$ cat src/hw/pwd_pkg.sv
// Package of constants and types for the four-channel PWM D/A block
package pwd_pkg;
  localparam int CHANNELS = 4;
  localparam int DUTY_W = 8;
  localparam int PERIOD_CLKS = 256;
  localparam logic [4:0] ROW_PWM = 5'hF;
  localparam logic [4:0] COL_DUTY_CH0 = 5'h17;
  localparam logic [4:0] COL_DUTY_CH3 = 5'h1A;
  localparam logic [4:0] COL_CONFIG = 5'h12;
  localparam logic [4:0] COL_TEST = 5'h1F;
  localparam int PRESCALE_LSB = 0;
  localparam logic [1:0] PRESCALE_RESET = 2'h0;
  localparam logic [7:0] DUTY_RESET = 8'h00;

  typedef struct packed {
    logic wr_en;
    logic [4:0] row;
    logic [4:0] col;
    logic [7:0] data;
  } pwd_wr_t;

  typedef struct packed {
    logic [3:0] out;
    logic [3:0] oe_n;
  } pwd_pins_t;
endpackage

$ cat src/hw/pwd_chan.sv
// One PWM channel: period counter, shadowed duty, open-drain drive
`timescale 1ns/100ps
module pwd_chan #(
  parameter int DUTY_W = 8
) (
  input wire logic sys_clk,
  input wire logic rst,
  input wire logic tick,
  input wire logic start,
  input wire logic [DUTY_W-1:0] duty,
  output logic out,
  output logic oe_n,
  output logic period_start
);
  import pwd_pkg::*;
  logic running;
  logic [DUTY_W-1:0] cnt;
  logic [DUTY_W-1:0] active;
  logic next_running;
  logic [DUTY_W-1:0] next_cnt;
  logic [DUTY_W-1:0] next_active;
  logic high;

  always_comb begin
    next_running = running;
    next_cnt = cnt;
    next_active = active;
    if (tick) begin
      if (!running) begin
        if (start) begin
          next_running = 1'b1;
          next_cnt = '0;
          next_active = duty;
        end
      end else begin
        next_cnt = cnt + 1'b1;
        if (cnt == {DUTY_W{1'b1}}) begin
          next_active = duty;  // RL10
        end
      end
    end
  end

  always_ff @(posedge sys_clk or posedge rst) begin
    if (rst) begin
      running <= 1'b0;
      cnt <= '0;
      active <= '0;
      out <= 1'b0;
    end else begin
      running <= next_running;
      cnt <= next_cnt;
      active <= next_active;
      out <= high;
    end
  end

  // High for active of 256 prescaled clocks per period
  assign high = running && (cnt < active);  // RL3 RL9
  // Released when high, pulled low otherwise
  assign oe_n = out;  // RL1
  assign period_start = running && tick && (cnt == '0);
endmodule // pwd_chan

$ cat src/hw/pwd_top.sv
// Four-channel 8-bit PWM D/A output block with row/column register writes
//
// Behaviour
// RL1 - Four channels, each an open-drain output that only drives low.
// RL2 - Each channel has its own 8-bit duty register at columns 23 to 26.
// RL3 - High time is N/256 of the period, range 0 to 255/256.
// RL4 - A shared two-bit prescale select sets the period for all channels.
// RL5 - Each channel's period starts one prescaled clock after the previous one.
// RL6 - Columns 27 to 31 of the row carry no PWM function.
// RL7 - Host never writes the test byte at column 31 in normal use.
// RL8 - Select 00,01,10,11 divides the clock by 8,4,2,1; resets to 00.
// RL9 - A period lasts 256 prescaled clocks.
// RL10 - Duties reset to zero; writes take effect at the next period start.
`timescale 1ns/100ps
module pwd_top (
  input wire logic sys_clk,
  input wire logic rst,
  input pwd_pkg::pwd_wr_t wr,
  output pwd_pkg::pwd_pins_t pins,
  output logic [1:0] prescale_sel,
  output logic prescaled_dac_clock,
  output logic [4*8-1:0] duty_flat
);
  import pwd_pkg::*;

  // ****************************************
  // Register file
  // ****************************************
  logic [DUTY_W-1:0] duty [CHANNELS];
  logic [DUTY_W-1:0] next_duty [CHANNELS];
  logic [1:0] next_prescale_sel;

  function automatic logic hit(input pwd_wr_t w, input logic [4:0] col);
    hit = w.wr_en && (w.row == ROW_PWM) && (w.col == col);
  endfunction

  always_comb begin
    next_prescale_sel = prescale_sel;
    for (int i = 0; i < CHANNELS; i++) begin
      next_duty[i] = duty[i];
      if (hit(wr, COL_DUTY_CH0 + 5'(i))) begin
        next_duty[i] = wr.data;  // RL2
      end
    end
    // Prescale select lives in the config column, bits 1:0
    if (hit(wr, COL_CONFIG)) begin
      next_prescale_sel = wr.data[PRESCALE_LSB +: 2];  // RL4
    end
    // Columns 27..31 decode to nothing here; the test byte is left to the host
  end  // RL6 RL7

  always_ff @(posedge sys_clk or posedge rst) begin
    if (rst) begin
      prescale_sel <= PRESCALE_RESET;  // RL8
      for (int i = 0; i < CHANNELS; i++) begin
        duty[i] <= DUTY_RESET;  // RL10
      end
    end else begin
      prescale_sel <= next_prescale_sel;
      for (int i = 0; i < CHANNELS; i++) begin
        duty[i] <= next_duty[i];
      end
    end
  end

  always_comb begin
    for (int i = 0; i < CHANNELS; i++) begin
      duty_flat[i*8 +: 8] = duty[i];
    end
  end

  // ****************************************
  // Prescaler
  // ****************************************
  logic [2:0] div;
  logic [2:0] next_div;
  logic [2:0] div_last;
  logic tick;

  always_comb begin
    case (prescale_sel)
      2'h0: div_last = 3'h7;  // RL8
      2'h1: div_last = 3'h3;
      2'h2: div_last = 3'h1;
      2'h3: div_last = 3'h0;
      default: div_last = 3'h7;
    endcase
    tick = (div >= div_last);
    next_div = tick ? 3'h0 : div + 3'h1;
  end

  always_ff @(posedge sys_clk or posedge rst) begin
    if (rst) begin
      div <= 3'h0;
      prescaled_dac_clock <= 1'b0;
    end else begin
      div <= next_div;
      prescaled_dac_clock <= tick;
    end
  end

  // ****************************************
  // Channels, staggered start
  // ****************************************
  logic [3:0] started;
  logic [3:0] next_started;
  // Nets, since each bit is driven by a different channel instance
  wire logic [3:0] ps;
  wire logic [3:0] ch_out;
  wire logic [3:0] ch_oe_n;

  always_comb begin
    next_started = started;
    // Each channel starts one prescaled clock after the previous one
    if (tick) begin
      next_started[0] = 1'b1;  // RL5
      for (int i = 1; i < CHANNELS; i++) begin
        if (started[i-1]) begin
          next_started[i] = 1'b1;  // RL5
        end
      end
    end
  end

  always_ff @(posedge sys_clk or posedge rst) begin
    if (rst) begin
      started <= '0;
    end else begin
      started <= next_started;
    end
  end

  genvar g;
  generate
    for (g = 0; g < CHANNELS; g++) begin : g_ch
      pwd_chan #(.DUTY_W(DUTY_W)) u_ch (
        .sys_clk(sys_clk),
        .rst(rst),
        .tick(tick),
        .start(next_started[g] && !started[g]),
        .duty(duty[g]),
        .out(ch_out[g]),
        .oe_n(ch_oe_n[g]),
        .period_start(ps[g])
      );
    end
  endgenerate

  assign pins = '{out: ch_out, oe_n: ch_oe_n};

  // ****************************************
  // Checks
  // ****************************************
  chk_stagger_one_tick: assert property (  // RL5
    @(posedge sys_clk) disable iff (rst)
    ps[0] |-> ##[1:8] ps[1])
    else $error("channel 1 period not one tick after channel 0");

  chk_reset_prescale: assert property (  // RL8
    @(posedge sys_clk) $fell(rst) |-> prescale_sel == 2'h0)
    else $error("prescale select not 00 after reset");

  chk_div8_spacing: assert property (  // RL8
    @(posedge sys_clk) disable iff (rst)
    (tick && prescale_sel == 2'h0 && $stable(prescale_sel))
    |=> (!tick || prescale_sel != 2'h0) [*7] ##1 (tick || prescale_sel != 2'h0))
    else $error("divide-by-8 tick spacing wrong");

  chk_div1_every: assert property (  // RL8
    @(posedge sys_clk) disable iff (rst)
    (prescale_sel == 2'h3 && $past(prescale_sel) == 2'h3) |-> tick)
    else $error("divide-by-1 tick missing");

  chk_duty_write: assert property (  // RL2
    @(posedge sys_clk) disable iff (rst)
    hit(wr, COL_DUTY_CH3) |=> duty[3] == $past(wr.data))
    else $error("channel 3 duty write lost");

  chk_reserved_cols: assert property (  // RL6
    @(posedge sys_clk) disable iff (rst)
    (wr.wr_en && wr.col > COL_DUTY_CH3) |=> $stable(duty_flat))
    else $error("reserved column changed a duty");

  chk_zero_low: assert property (  // RL10
    @(posedge sys_clk) disable iff (rst)
    (duty[0] == 8'h00 && $past(duty[0]) == 8'h00 && $past(duty[0], 2) == 8'h00
     && g_ch[0].u_ch.active == 8'h00) |=> !pins.out[0])
    else $error("zero duty output went high");

  chk_open_drain: assert property (  // RL1
    @(posedge sys_clk) disable iff (rst)
    pins.oe_n == pins.out)
    else $error("open-drain enable does not follow level");

  chk_period_256: assert property (  // RL9
    @(posedge sys_clk) disable iff (rst)
    (ps[0] && prescale_sel == 2'h3 && $past(prescale_sel) == 2'h3) |-> ##256 ps[0] || prescale_sel != 2'h3)
    else $error("period not 256 prescaled clocks");
endmodule // pwd_top

$ cat config.mk
export PLATFORM = sky130hd
export DESIGN_NAME = pwd_top
export DESIGN_NICKNAME = d
export VERILOG_FILES = /design/src/hw/pwd_pkg.sv /design/src/hw/pwd_chan.sv /design/src/hw/pwd_top.sv
export SDC_FILE = /design/constraint.sdc
export NUM_CORES = 1
export LEC_CHECK = 0
export BUFFER_PORTS_ARGS = -buffer_cell sky130_fd_sc_hd__buf_4
export CORE_MARGIN = 2
export CORE_UTILIZATION = 50
export CTS_CLUSTER_SIZE = 20
export DETAILED_ROUTE_END_ITERATION = 10
export GPL_TIMING_DRIVEN = 0
export PLACE_DENSITY = 0.7
export SLEW_MARGIN = 15
export SYNTH_ARGS = -nofsm -noshare
export SYNTH_HDL_FRONTEND = slang
export SYNTH_SLANG_ARGS = --single-unit
$ cat constraint.sdc
create_clock -name sys_clk -period 8.27 [get_ports sys_clk]
set_input_delay 0.827 -clock sys_clk [delete_from_list [all_inputs] [get_ports sys_clk]]
set_output_delay 0.827 -clock sys_clk [all_outputs]
set_load 0.02 [all_outputs]
Word level (Yosys, flattened, before mapping)
Cells that the tools add are included.
{"block": "classes", "add_sub_neg": 5, "eq_ne": 17, "mul": 0, "n_lt_le_gt_ge": 5, "mux": 34, "n_div": 0, "n_bitwise": 0, "reduce_logical": 31, "shifts": 0}
{"op": "$mux W8", "count": 20}
{"op": "$add A8 B1 Y8 const B", "count": 4}
{"op": "$eq A8 B8 Y1 const B", "count": 4}
{"op": "$lt A8 B8 Y1", "count": 4}
{"op": "$eq A5 B5 Y1 const B", "count": 5}
{"op": "$logic_and A1 B1 Y1", "count": 14}
{"op": "$pmux W3 S4", "count": 1}
{"op": "$reduce_and A3 Y1", "count": 4}
{"op": "$mux W1", "count": 11}
{"op": "$ne A2 B2 Y1 const B", "count": 4}
{"op": "$reduce_and A2 Y1", "count": 4}
{"op": "$reduce_bool A2 Y1", "count": 4}
{"op": "$eq A5 B4 Y1 const B", "count": 1}
{"op": "$eq A2 B2 Y1 const B", "count": 2}
{"op": "$logic_not A1 Y1", "count": 4}
{"op": "$mux W4", "count": 1}
{"op": "$add A3 B1 Y3 const B", "count": 1}
{"op": "$ge A3 B3 Y1", "count": 1}
{"op": "$mux W3", "count": 1}
{"op": "$eq A2 B1 Y1 const B", "count": 1}
{"op": "$logic_not A2 Y1", "count": 1}
{"block": "totals", "memories": 0, "word_cells": 116, "latch_bits": 0, "mem_bits_ro": 0, "reg_bits": 114, "ramBits": 0, "inputBits": 21, "output_inout_bits": 43}

Logic depth before layout (Yosys ltp)
Gate-level depths: netlist of the first run.
{"block": "logic_depth", "ltp_word": 7, "ltp_mapped": 9}

By module
From an unflattened synthesis of the first run, not the netlist that was laid out.
{"block": "hier_totals", "cells_unflattened": 661, "area_unflattened_um2": 6880.3}
{"mod": "pwd_chan", "n_inst": 4, "seq_area_each_um2": 450.4, "cells_per_inst": 137, "area_each_um2": 1283.7}
{"mod": "pwd_top", "n_inst": 1, "seq_area_each_um2": 1051.0, "cells_per_inst": 113, "area_each_um2": 1745.4}

Worst setup path after synthesis of the first run
Ideal clock, no wire load.
{"block": "synth_timing", "path_type": "register to register", "from": "register prescale_sel[1]", "to": "register g_ch[1].u_ch.active[0]", "path_buffers": 0, "setup_ps": 125, "required_ps": 8145, "path_stages_with_launch": 8, "arrival_ps": 2125, "slack_ps": 6020, "path_cell_list": "dfrtp_1 -> or2_2 -> ha_1 -> a21oi_1 -> o21a_1 -> clkinv_1 -> o21ai_2 -> mux2_2"}
{"block": "synth_via", "elab_chain_cells": 7}
{"element": "start, declared", "line": "pwd_top.sv:20", "rtl": "output logic [1:0] prescale_sel,"}
{"element": "start signal, assigned", "line": "pwd_top.sv:59", "rtl": "prescale_sel <= next_prescale_sel;"}
{"element": "$eq A2 B2 Y1 (tied with other cells)", "line": "pwd_top.sv:81", "rtl": "case (prescale_sel)"}
{"element": "$pmux W3 S4 *", "line": "pwd_top.sv:81"}
{"element": "$ge A3 B3 Y1 *", "line": "pwd_top.sv:88", "rtl": "tick = (div >= div_last);"}
{"element": "$mux W4", "line": "pwd_top.sv:115", "rtl": "if (tick) begin"}
{"element": "$logic_and A1 B1 Y1", "line": "pwd_top.sv:140", "rtl": ".start(next_started[g] && !started[g]),"}
{"element": "$reduce_bool A2 Y1 (no source line)"}
{"element": "$reduce_and A3 Y1 (no source line) *"}
{"element": "end signal, assigned", "line": "pwd_chan.sv:53", "rtl": "active <= next_active;"}
{"element": "end, declared", "line": "pwd_chan.sv:18", "rtl": "logic [DUTY_W-1:0] active;"}
Every way passes the cells marked *; elsewhere a longest branch is shown, timed or not.
A chain may end at the register's enable or synchronous reset.

Worst setup path in the final report of the first run
{"block": "layout_timing", "from": "register prescale_sel[1]", "to": "register g_ch[0].u_ch.cnt[7]"}
{"block": "layout_via", "elab_chain_cells": 7}
{"element": "$eq A2 B2 Y1 (tied with other cells)", "line": "pwd_top.sv:81"}
{"element": "$pmux W3 S4 *", "line": "pwd_top.sv:81"}
{"element": "$ge A3 B3 Y1 *", "line": "pwd_top.sv:88"}
{"element": "net g_ch[0].u_ch.tick", "line": "pwd_chan.sv:8", "rtl": "input wire logic tick,"}
{"element": "$mux W4", "line": "pwd_top.sv:115"}
{"element": "$logic_and A1 B1 Y1", "line": "pwd_top.sv:140"}
{"element": "$reduce_bool A2 Y1 (no source line)"}
{"element": "$reduce_and A2 Y1 (no source line) *"}
{"element": "end signal, assigned", "line": "pwd_chan.sv:52", "rtl": "cnt <= next_cnt;"}
{"element": "end, declared", "line": "pwd_chan.sv:17", "rtl": "logic [DUTY_W-1:0] cnt;"}
Mark *: on every way through the listed nets, which the timed path passes. The rest lies on a longest branch.

==> results of run 1 <==
registers in the layout, indices dropped and copies added, names as in the netlist:
| signal | flops |
|---|---|
| div | 3 |
| duty_flat | 32 |
| g_ch.u_ch.active | 32 |
| g_ch.u_ch.cnt | 32 |
| g_ch.u_ch.oe_n | 4 |
| g_ch.u_ch.running | 4 |
| prescale_sel | 2 |
| prescaled_dac_clock | 1 |
| started | 4 |
where the power goes:
part | switching (mW) | total (mW) | internal (mW) | leakage [nW]
Clock | 0.237 | 0.732 | 0.495 | 0.298
Combinational | 0.256 | 0.448 | 0.192 | 1.55
Sequential | 0.0755 | 0.700 | 0.625 | 1.50
layout make-up:
| cell class | count | area share, % |
|---|---|---|
| buffer | 20 | 1.602 |
| timing repair buffer | 64 | 7.121 |
| inverter | 38 | 2.101 |
| clock inverter | 4 | 0.9970 |
| clock buffer | 26 | 7.531 |
| multi-input combinational | 334 | 37.51 |
| tap | 143 | 2.546 |
| sequential | 114 | 40.59 |
worst max-delay path: cells and delay by family (launching register included):
family	cells	cell delay, ps
DFF	1	420
buffers and inverters	3	880
adders and majority gates	1	290
and+or+nand+nor	2	420
AOI/OAI and AO/OA	3	490
through the flow:
step	hold WS [ps]	cell area [µm²]
after floorplan	432.2	5744
after global placement	454.3	6396
after detailed placement	464.5	6429
after CTS	417.8	7028
after global routing	429.1	7028
final	409.8	7028
synthesized netlist by cell type (all sizes together), types with 4 or more instances:
cell | n | area (µm²)
inv | 37 | 138.9
ha | 36 | 450.4
nor2 | 9 | 38.79
nor2b | 7 | 43.79
dfrtp | 114 | 2853
a32o | 4 | 40.04
a31oi | 8 | 50.05
nand2b | 16 | 100.1
or4 | 7 | 52.55
or2 | 6 | 37.54
nand2 | 29 | 108.9
and3 | 5 | 31.28
o2111ai | 5 | 43.79
a21o | 15 | 112.6
clkbuf | 6 | 22.52
nor3 | 6 | 35.03
nand3 | 19 | 100.1
mux2 | 66 | 743.2
buf | 14 | 90.09
a22o | 13 | 113.9
o21ai | 42 | 225.2
a21oi | 12 | 60.06
or3 | 4 | 25.02
kinds of logic after synthesis:
family,share of synthesized area (%)
XOR/XNOR,0.1525
multiplexers,13.29
flip-flops,49.66
AND/OR/NAND/NOR,11.81
adder cells (fa/ha/maj),7.841
buffers and inverters,4.443
AO/OA/AOI/OAI,12.81
per-layer routing:
| layer | wire, µm | up-vias |
|---|---|---|
| met5 | 0 | - |
| met4 | 374 | 0 |
| met3 | 592 | 23 |
| met2 | 6193 | 132 |
| met1 | 5612 | 2151 |
| li1 | - | 2005 |
worst max path at each step:
stage | slack (ps) | end | startpoint
floorplan | 4430 | div[0] | rst
global placement | 3190 | g_ch[3].u_ch.oe_n | rst
detailed placement | 5650 | g_ch[0].u_ch.cnt[7] | prescale_sel[1]
CTS | 5630 | g_ch[0].u_ch.cnt[7] | prescale_sel[1]
global route | 5420 | g_ch[1].u_ch.cnt[7] | prescale_sel[1]
finish | 5620 | g_ch[0].u_ch.cnt[7] | prescale_sel[1]
==> flow_metrics.env, run 1 <==
export IMPL_seq_area_um2=2853
export IMPL_place_congestion=0.8729
export IMPL_multi_input_area_um2=2636
export IMPL_root_buffer="clkbuf_16"
export IMPL_status="finished, final reports clean"
export IMPL_hold_viol=0
export IMPL_setup_viol=0
export IMPL_antenna_found_initial=0
export IMPL_final_common_cell="dfrtp_1"
export IMPL_max_vdd_ir_drop_mv=0.1457
export IMPL_crit_arrival_ps=2920
export IMPL_cp_cell_sequence="or2_2 -> ha_1 -> a21oi_1 -> o21a_1 -> clkinv_1 -> buf_2 -> buf_2 -> nand4b_1 -> o211ai_1"
export IMPL_critPathKind="register to register"
export IMPL_worst_pin_slew_ps=733.1
export IMPL_fin_cells=743
export IMPL_maxSlewViolCount=0
export IMPL_grt_pass1_vias=4250
export IMPL_grt_pass1_wl_um=21200
export IMPL_start_kind="register"
export IMPL_dieArea_um2=12360
export IMPL_synth_cell_types=45
export IMPL_ys_async_sr_fraction_pct=100.0
export IMPL_synth_ff_type="dfrtp_1"
export IMPL_period_share_pct=32.02
export IMPL_cts_setup_buffers=0
export IMPL_crit_path_end_kind="register"
export IMPL_synth_area_um2=5744
export IMPL_grt_busiest_layer="met2"
export IMPL_syn_num_nets=563
export IMPL_post_dp_hpwl_um=8908
export IMPL_setup_slack_ps=5622
export IMPL_clk_latency_ps=410
export IMPL_antenna_left=0
export IMPL_met2_usage_pct=35.12
export IMPL_cpMostUsedCell="buf_2"
export IMPL_die_h_um=111.2
export IMPL_htree_levels=4
export IMPL_portBuffers=63
export IMPL_max_slew_margin_pct=50.86
export IMPL_final_util_pct=62.08
export IMPL_rsz0062_at_grt="false"
export IMPL_cts_inserted_buffers=17
export IMPL_cts_tree="yes"
export IMPL_fin_nets=646
export IMPL_reg2reg_to="g_ch[0].u_ch.cnt[7]"
export IMPL_clockBufferDepth=2
export IMPL_ys_ff_latch=114
export IMPL_synth_edf_count=0
export IMPL_rows=39
export IMPL_grt_met3_usage_pct=5.139
export IMPL_core_area_um2=11320
export IMPL_timing_rr_start="prescale_sel[1]"
export IMPL_worst_r2r_setup_slack_ps=5620
export IMPL_drive_above_1_share_pct=31.50
export IMPL_first_pass_iters=5
export IMPL_grt_max_degree=76
export IMPL_drt_wl_total_um=12770
export IMPL_grt_usage_pct=21.81
export IMPL_r2r_worst_path_cells=9
export IMPL_tns_ps=0
export IMPL_drt_iter0_drc=217
export IMPL_power_density_nw_per_um2=267.5
export IMPL_syn_avg_cell_area_um2=11.35
export IMPL_dp_slack_ps=5650
export IMPL_leakage_nw=3.345
export IMPL_drcViolationCount=0
export IMPL_slowest_delay_ps=420
export IMPL_period_needed_ps=2648
export IMPL_antenna_cells=0
export IMPL_met1_usage_pct=28.33
export IMPL_clk_pin_slew_ps=50
export IMPL_synth_warnings=0
export IMPL_mostFrequentLayoutCells="dfrtp_1 (114), buf_4 (71), mux2_2 (66)"
export IMPL_dp_cells=713
export IMPL_grt_overflow_total=0
export IMPL_required_ps=8540
export IMPL_worst_path_max_delay_cell="dfrtp_1"
export IMPL_clock_sinks=114
export IMPL_skew_ps=11.96
export IMPL_fill_cells=917
export IMPL_avgRoutedWirePerCell_um=17.19
export IMPL_hold_path_class="input pin to async pin"
export IMPL_initial_core_util_pct=50.74
export IMPL_total_power_mw=1.880
export IMPL_seq_area_frac_synth_pct=49.66
export IMPL_vias_per_cell=5.802
export IMPL_vias=4311
export IMPL_syn_inst=506
export IMPL_fmax_mhz=377.6
export IMPL_area_growth_pct=22.35
export IMPL_cts_resized=0
export IMPL_cp_max_fo=10
export IMPL_cts_hold_buffers=0
export IMPL_io_pins=64
export IMPL_die_x_um=111.2
export IMPL_timing_max_cap_violations=0
(Power assumes the default switching activity.)
==> run 2: changes to the inputs <==
PLACE_DENSITY = 0.72   (was 0.7)
clock period = 2.1 ns   (was 8.27 ns; I/O delays follow)
==> flow_metrics.env, run 2 (same netlist as run 1, synthesis figures left out) <==
export IMPL_maxSlewViolCount=0
export IMPL_max_vdd_ir_drop_mv=0.6043
export IMPL_antenna_found_initial=0
export IMPL_rsz0062_at_grt="true"
export IMPL_grt_max_degree=38
export IMPL_antenna_cells=0
export IMPL_slowest_delay_ps=430
export IMPL_timing_rr_start="prescale_sel[0]"
export IMPL_setup_viol=1
export IMPL_antenna_left=0
export IMPL_drt_iter0_drc=334
export IMPL_portBuffers=63
export IMPL_crit_path_end_kind="register"
export IMPL_period_share_pct=100.6
export IMPL_dp_slack_ps=-407.5
export IMPL_worst_pin_slew_ps=718.6
export IMPL_status="finished, violations left"
export IMPL_hold_path_depth=2
export IMPL_min_from="wr[0]"
export IMPL_r2r_worst_path_cells=9
export IMPL_dieArea_um2=12360
export IMPL_clock_sinks=114
export IMPL_grt_pass1_vias=4353
export IMPL_critPathKind="register to register"
export IMPL_drcViolationCount=0
export IMPL_vias=4347
export IMPL_io_pins=64
export IMPL_reg2reg_to="g_ch[3].u_ch.cnt[2]"
export IMPL_worst_path_max_delay_cell="dfrtp_2"
export IMPL_fin_nets=655
export IMPL_grt_usage_pct=22.59
export IMPL_area_growth_pct=25.35
export IMPL_fmax_mhz=473.3
export IMPL_initial_core_util_pct=50.74
export IMPL_drt_wl_total_um=13410
export IMPL_htree_levels=4
export IMPL_drive_above_1_share_pct=35.08
export IMPL_mostFrequentLayoutCells="dfrtp_1 (112), buf_4 (79), mux2_2 (50)"
export IMPL_violations="setup timing"
export IMPL_die_h_um=111.2
export IMPL_crit_family="compound AO/OA/AOI/OAI gates"
export IMPL_hold_path_class="input pin to register"
export IMPL_cp_max_fo=7
export IMPL_root_buffer="clkbuf_16"
export IMPL_vias_per_cell=5.773
export IMPL_period_needed_ps=2113
export IMPL_die_x_um=111.2
export IMPL_max_slew_margin_pct=51.83
export IMPL_cp_cell_sequence="or2_4 -> ha_4 -> nand2_2 -> o21a_4 -> inv_8 -> buf_8 -> buf_4 -> o21ai_0 -> a22o_1"
export IMPL_start_kind="register"
export IMPL_final_common_cell="dfrtp_1"
export IMPL_grt_overflow_total=0
export IMPL_hold_viol=0
export IMPL_cts_inserted_buffers=17
export IMPL_clockBufferDepth=2
export IMPL_avgRoutedWirePerCell_um=17.80
export IMPL_setup_slack_ps=-12.86
export IMPL_cts_tree="yes"
export IMPL_post_dp_hpwl_um=9113
export IMPL_required_ps=2390
export IMPL_clk_pin_slew_ps=50
export IMPL_worst_r2r_setup_slack_ps=-10
export IMPL_min_to="duty_flat[0]"
export IMPL_clk_latency_ps=400
export IMPL_place_congestion=0.8511
export IMPL_total_power_mw=7.259
export IMPL_critPathBufInv=3
export IMPL_crit_path_start="prescale_sel[0]"
export IMPL_power_density_nw_per_um2=1008
export IMPL_finalInstanceArea_um2=7201
export IMPL_placed_area_um2=6534
export IMPL_grt_pass1_wl_um=22000
export IMPL_skew_ps=7.152
export IMPL_leakage_nw=3.439
export IMPL_timing_max_cap_violations=0
export IMPL_rows=39
export IMPL_first_pass_iters=5
export IMPL_core_area_um2=11320
export IMPL_crit_arrival_ps=2400
[run 2: cell types whose count changed in the layout (fill, tap and decap cells not counted), moves of 3 or more]
cell,before,now
mux2_2,66,50
mux2_4,0,16
buf_4,71,79
clkinv_2,2,9
clkbuf_8,7,1
o21ai_0,37,31
clkbuf_1,8,3
o21ai_1,1,5
o21ai_4,0,4
buf_12,0,3
clkinvlp_4,0,3
[run 2: where the power goes]
group | internal, mW | switching (mW) | total [mW]
registers | 2.46 | 0.304 | 2.76
logic | 0.902 | 1.12 | 2.02
clock network | 1.51 | 0.968 | 2.47
total | 4.87 | 2.39 | 7.26
[run 2: cell type report]
class / instances / area [µm²]
buffer: 19 / 137.6
timing repair buffer: 74 / 593.1
sequential: 114 / 2855
clock buffer: 19 / 442.9
multi-input combinational: 334 / 2770
fill: 882 / 4120
inverter: 38 / 153.9
clock inverter: 12 / 68.82
tap: 143 / 178.9
[run 2: through the flow]
stage               util [%]  TNS, ps  hold WS (ps)  instances
floorplan                  -   -111.4         361.6        506
global placement       57.18   -38470         455.9        712
detailed placement     57.71   -17800         161.4        715
CTS                    63.38        0         89.71        753
global route           63.61   -142.0         85.30        753
finish                 63.61   -12.86         109.8        753
[run 2: repair_timing]
item / in CTS / in global routing
gates cloned: 0 / 0
pin swaps: 0 / 2
buffers inserted: 6 / 1
gates resized for setup: 19 / 14
setup endpoints to repair: 76 / 55
hold buffers: 1 / 0
endpoints found under the hold margin: 9 / 0
[run 2: worst max path at each step]
stage | endpoint | slack [ps] | cells past startpoint
after CTS | g_ch[1].u_ch.cnt[7] | 20 | 7
after global routing | g_ch[3].u_ch.cnt[2] | -40 | 9
after detailed placement | g_ch[2].u_ch.cnt[0] | -410 | 8
final | g_ch[3].u_ch.cnt[2] | -10 | 9
after floorplan | g_ch[2].u_ch.active[0] | -7 | 7
after global placement | g_ch[0].u_ch.cnt[0] | -390 | 8
[run 2: worst register-to-register path, delay by kind of cell, from the launching register on]
kind / cells / cell delay, ps
AO/OA/AOI/OAI: 3 / 660
AND/OR/NAND/NOR: 2 / 310
adder cells (fa/ha/maj): 1 / 280
buffers and inverters: 3 / 340
flip-flops: 1 / 430
[run 2: per-layer routing]
layer  share of wire [%]  track usage [%]  up-vias
met5                   0                0        -
met4                 2.1            7.901        0
met3                 4.7            4.702       26
met2                  50            37.80      128
met1                  43            29.28     2177
li1                    -                -     2016
==> run 3: changes to the inputs <==
CTS_BUF_LIST = sky130_fd_sc_hd__clkbuf_16   (was unset)
==> flow_metrics.env, run 3 (same netlist as run 1, synthesis figures left out) <==
export IMPL_status="finished, violations left"
export IMPL_drt_wl_total_um=13480
export IMPL_mostFrequentLayoutCells="dfrtp_1 (112), buf_4 (79), mux2_2 (50)"
export IMPL_r2r_worst_path_cells=9
export IMPL_cts_tree="yes"
export IMPL_grt_overflow_total=0
export IMPL_period_share_pct=100.9
export IMPL_clk_pin_slew_ps=60
export IMPL_crit_arrival_ps=2410
export IMPL_rows=39
export IMPL_clk_latency_ps=410
export IMPL_maxSlewViolCount=0
export IMPL_skew_ps=7.099
export IMPL_period_needed_ps=2119
export IMPL_critPathBufInv=3
export IMPL_cp_cell_sequence="or2_4 -> ha_4 -> nand2_2 -> o21a_4 -> inv_8 -> buf_8 -> buf_4 -> o21ai_0 -> a22o_1"
export IMPL_die_x_um=111.2
export IMPL_max_vdd_ir_drop_mv=0.6097
export IMPL_crit_cells=9
export IMPL_setup_slack_ps=-19.07
export IMPL_final_util_pct=63.54
export IMPL_clock_sinks=114
export IMPL_placed_area_um2=6534
export IMPL_wl_met3_um=629
export IMPL_wl_met2_um=6746
export IMPL_hold_path_depth=2
export IMPL_required_ps=2390
export IMPL_post_dp_hpwl_um=9113
export IMPL_cts_inserted_buffers=17
export IMPL_vias_per_cell=5.764
export IMPL_finalInstanceArea_um2=7193
export IMPL_antenna_cells=0
export IMPL_rsz0062_at_grt="true"
export IMPL_area_growth_pct=25.22
export IMPL_violations="setup timing"
export IMPL_min_from="wr[0]"
export IMPL_io_pins=64
export IMPL_hold_viol=0
export IMPL_die_h_um=111.2
export IMPL_initial_core_util_pct=50.74
export IMPL_worst_pin_slew_ps=737.6
export IMPL_clockBufferDepth=2
export IMPL_hold_path_class="input pin to register"
export IMPL_worst_r2r_setup_slack_ps=-20
export IMPL_dp_cells=715
export IMPL_antenna_found_initial=0
export IMPL_avgRoutedWirePerCell_um=17.90
export IMPL_critPathKind="register to register"
export IMPL_grt_usage_pct=22.69
export IMPL_drt_iter0_drc=265
export IMPL_timing_max_cap_violations=0
export IMPL_crit_path_end_kind="register"
export IMPL_drcViolationCount=0
export IMPL_core_area_um2=11320
export IMPL_min_to="duty_flat[24]"
export IMPL_max_slew_margin_pct=50.56
export IMPL_setup_viol=2
export IMPL_grt_pass1_vias=4386
export IMPL_fin_cells=753
export IMPL_grt_max_degree=38
export IMPL_root_buffer="clkbuf_16"
export IMPL_power_density_nw_per_um2=1006
export IMPL_highest_layer="met4"
export IMPL_htree_levels=4
export IMPL_portBuffers=63
export IMPL_timing_rr_start="prescale_sel[0]"
export IMPL_final_common_cell="dfrtp_1"
export IMPL_start_kind="register"
export IMPL_dieArea_um2=12360
export IMPL_place_congestion=0.8511
export IMPL_slowest_delay_ps=430
export IMPL_reg2reg_to="g_ch[3].u_ch.cnt[2]"
export IMPL_worst_path_max_delay_cell="dfrtp_2"
export IMPL_fin_nets=655
export IMPL_fill_cells=884
export IMPL_drive_above_1_share_pct=34.92
export IMPL_met1Wirelength_um=5829
export IMPL_fmax_mhz=471.9
export IMPL_crit_family="compound AO/OA/AOI/OAI gates"
export IMPL_leakage_nw=3.439
export IMPL_cp_max_fo=7
export IMPL_first_pass_iters=5
export IMPL_antenna_left=0
export IMPL_vias=4340
export IMPL_grt_pass1_wl_um=22200
[run 3: changes by cell type in the layout (fill, tap and decap cells not counted), sizes merged]
| cell | before | now |
|---|---|---|
| inv | 37 | 38 |
| clkinv | 10 | 11 |
| clkbuf | 22 | 21 |
| buf | 89 | 88 |
[run 3: cell type report]
cell class / instances / area (µm²) / share of cell area (%)
multi-input cells: 334 / 2770 / 38.51
inverters: 38 / 153.9 / 2.140
clock buffers: 17 / 425.4 / 5.914
repair buffers: 74 / 593.1 / 8.245
flip-flops and latches: 114 / 2855 / 39.69
well taps: 143 / 178.9 / 2.487
plain buffers: 19 / 140.1 / 1.948
clock inverters: 14 / 76.32 / 1.061
[run 3: worst max-delay path by stage]
stage | end | start | slack [ps]
2_1_floorplan | g_ch[2].u_ch.active[0] | prescale_sel[1] | -7
3_3_place_gp | g_ch[0].u_ch.cnt[0] | prescale_sel[0] | -390
3_5_place_dp | g_ch[2].u_ch.cnt[0] | prescale_sel[1] | -410
4_1_cts | g_ch[1].u_ch.cnt[7] | prescale_sel[1] | 20
5_1_grt | g_ch[3].u_ch.cnt[2] | prescale_sel[1] | -50
6_report | g_ch[3].u_ch.cnt[2] | prescale_sel[0] | -20
[run 3: power by group]
| part | leakage [nW] | switching [mW] | total (mW) | internal [mW] |
|---|---|---|---|---|
| Sequential | 1.49 | 0.299 | 2.76 | 2.46 |
| Combinational | 1.69 | 1.13 | 2.04 | 0.908 |
| Clock | 0.256 | 0.980 | 2.44 | 1.46 |
[run 3: timing repair]
| item | CTS | global route |
|---|---|---|
| gates resized for setup | 19 | 16 |
| gates cloned | 0 | 0 |
| hold endpoints to repair | 9 | 0 |
| setup buffers | 6 | 1 |
| setup endpoints to repair | 76 | 55 |
| pin swaps | 0 | 2 |
| hold buffers | 1 | 0 |
[run 3: per-stage QoR]
step	hold WS (ps)	worst slack [ps]	setup TNS (ps)	power, mW
after floorplan	361.6	-6.964	-111.4	3.996
after global placement	455.9	-392.5	-38470	4.475
after detailed placement	161.4	-407.5	-17800	4.581
after CTS	88.70	17.69	0	7.211
after global routing	85.11	-48.75	-182.3	7.644
final	102.1	-19.07	-20.09	7.239
[run 3: layer usage]
metal	vias up	track usage, %
met4	0	7.984
met3	23	4.702
met5	-	0
met1	2169	29.39
met2	132	38.01
li1	2016	-
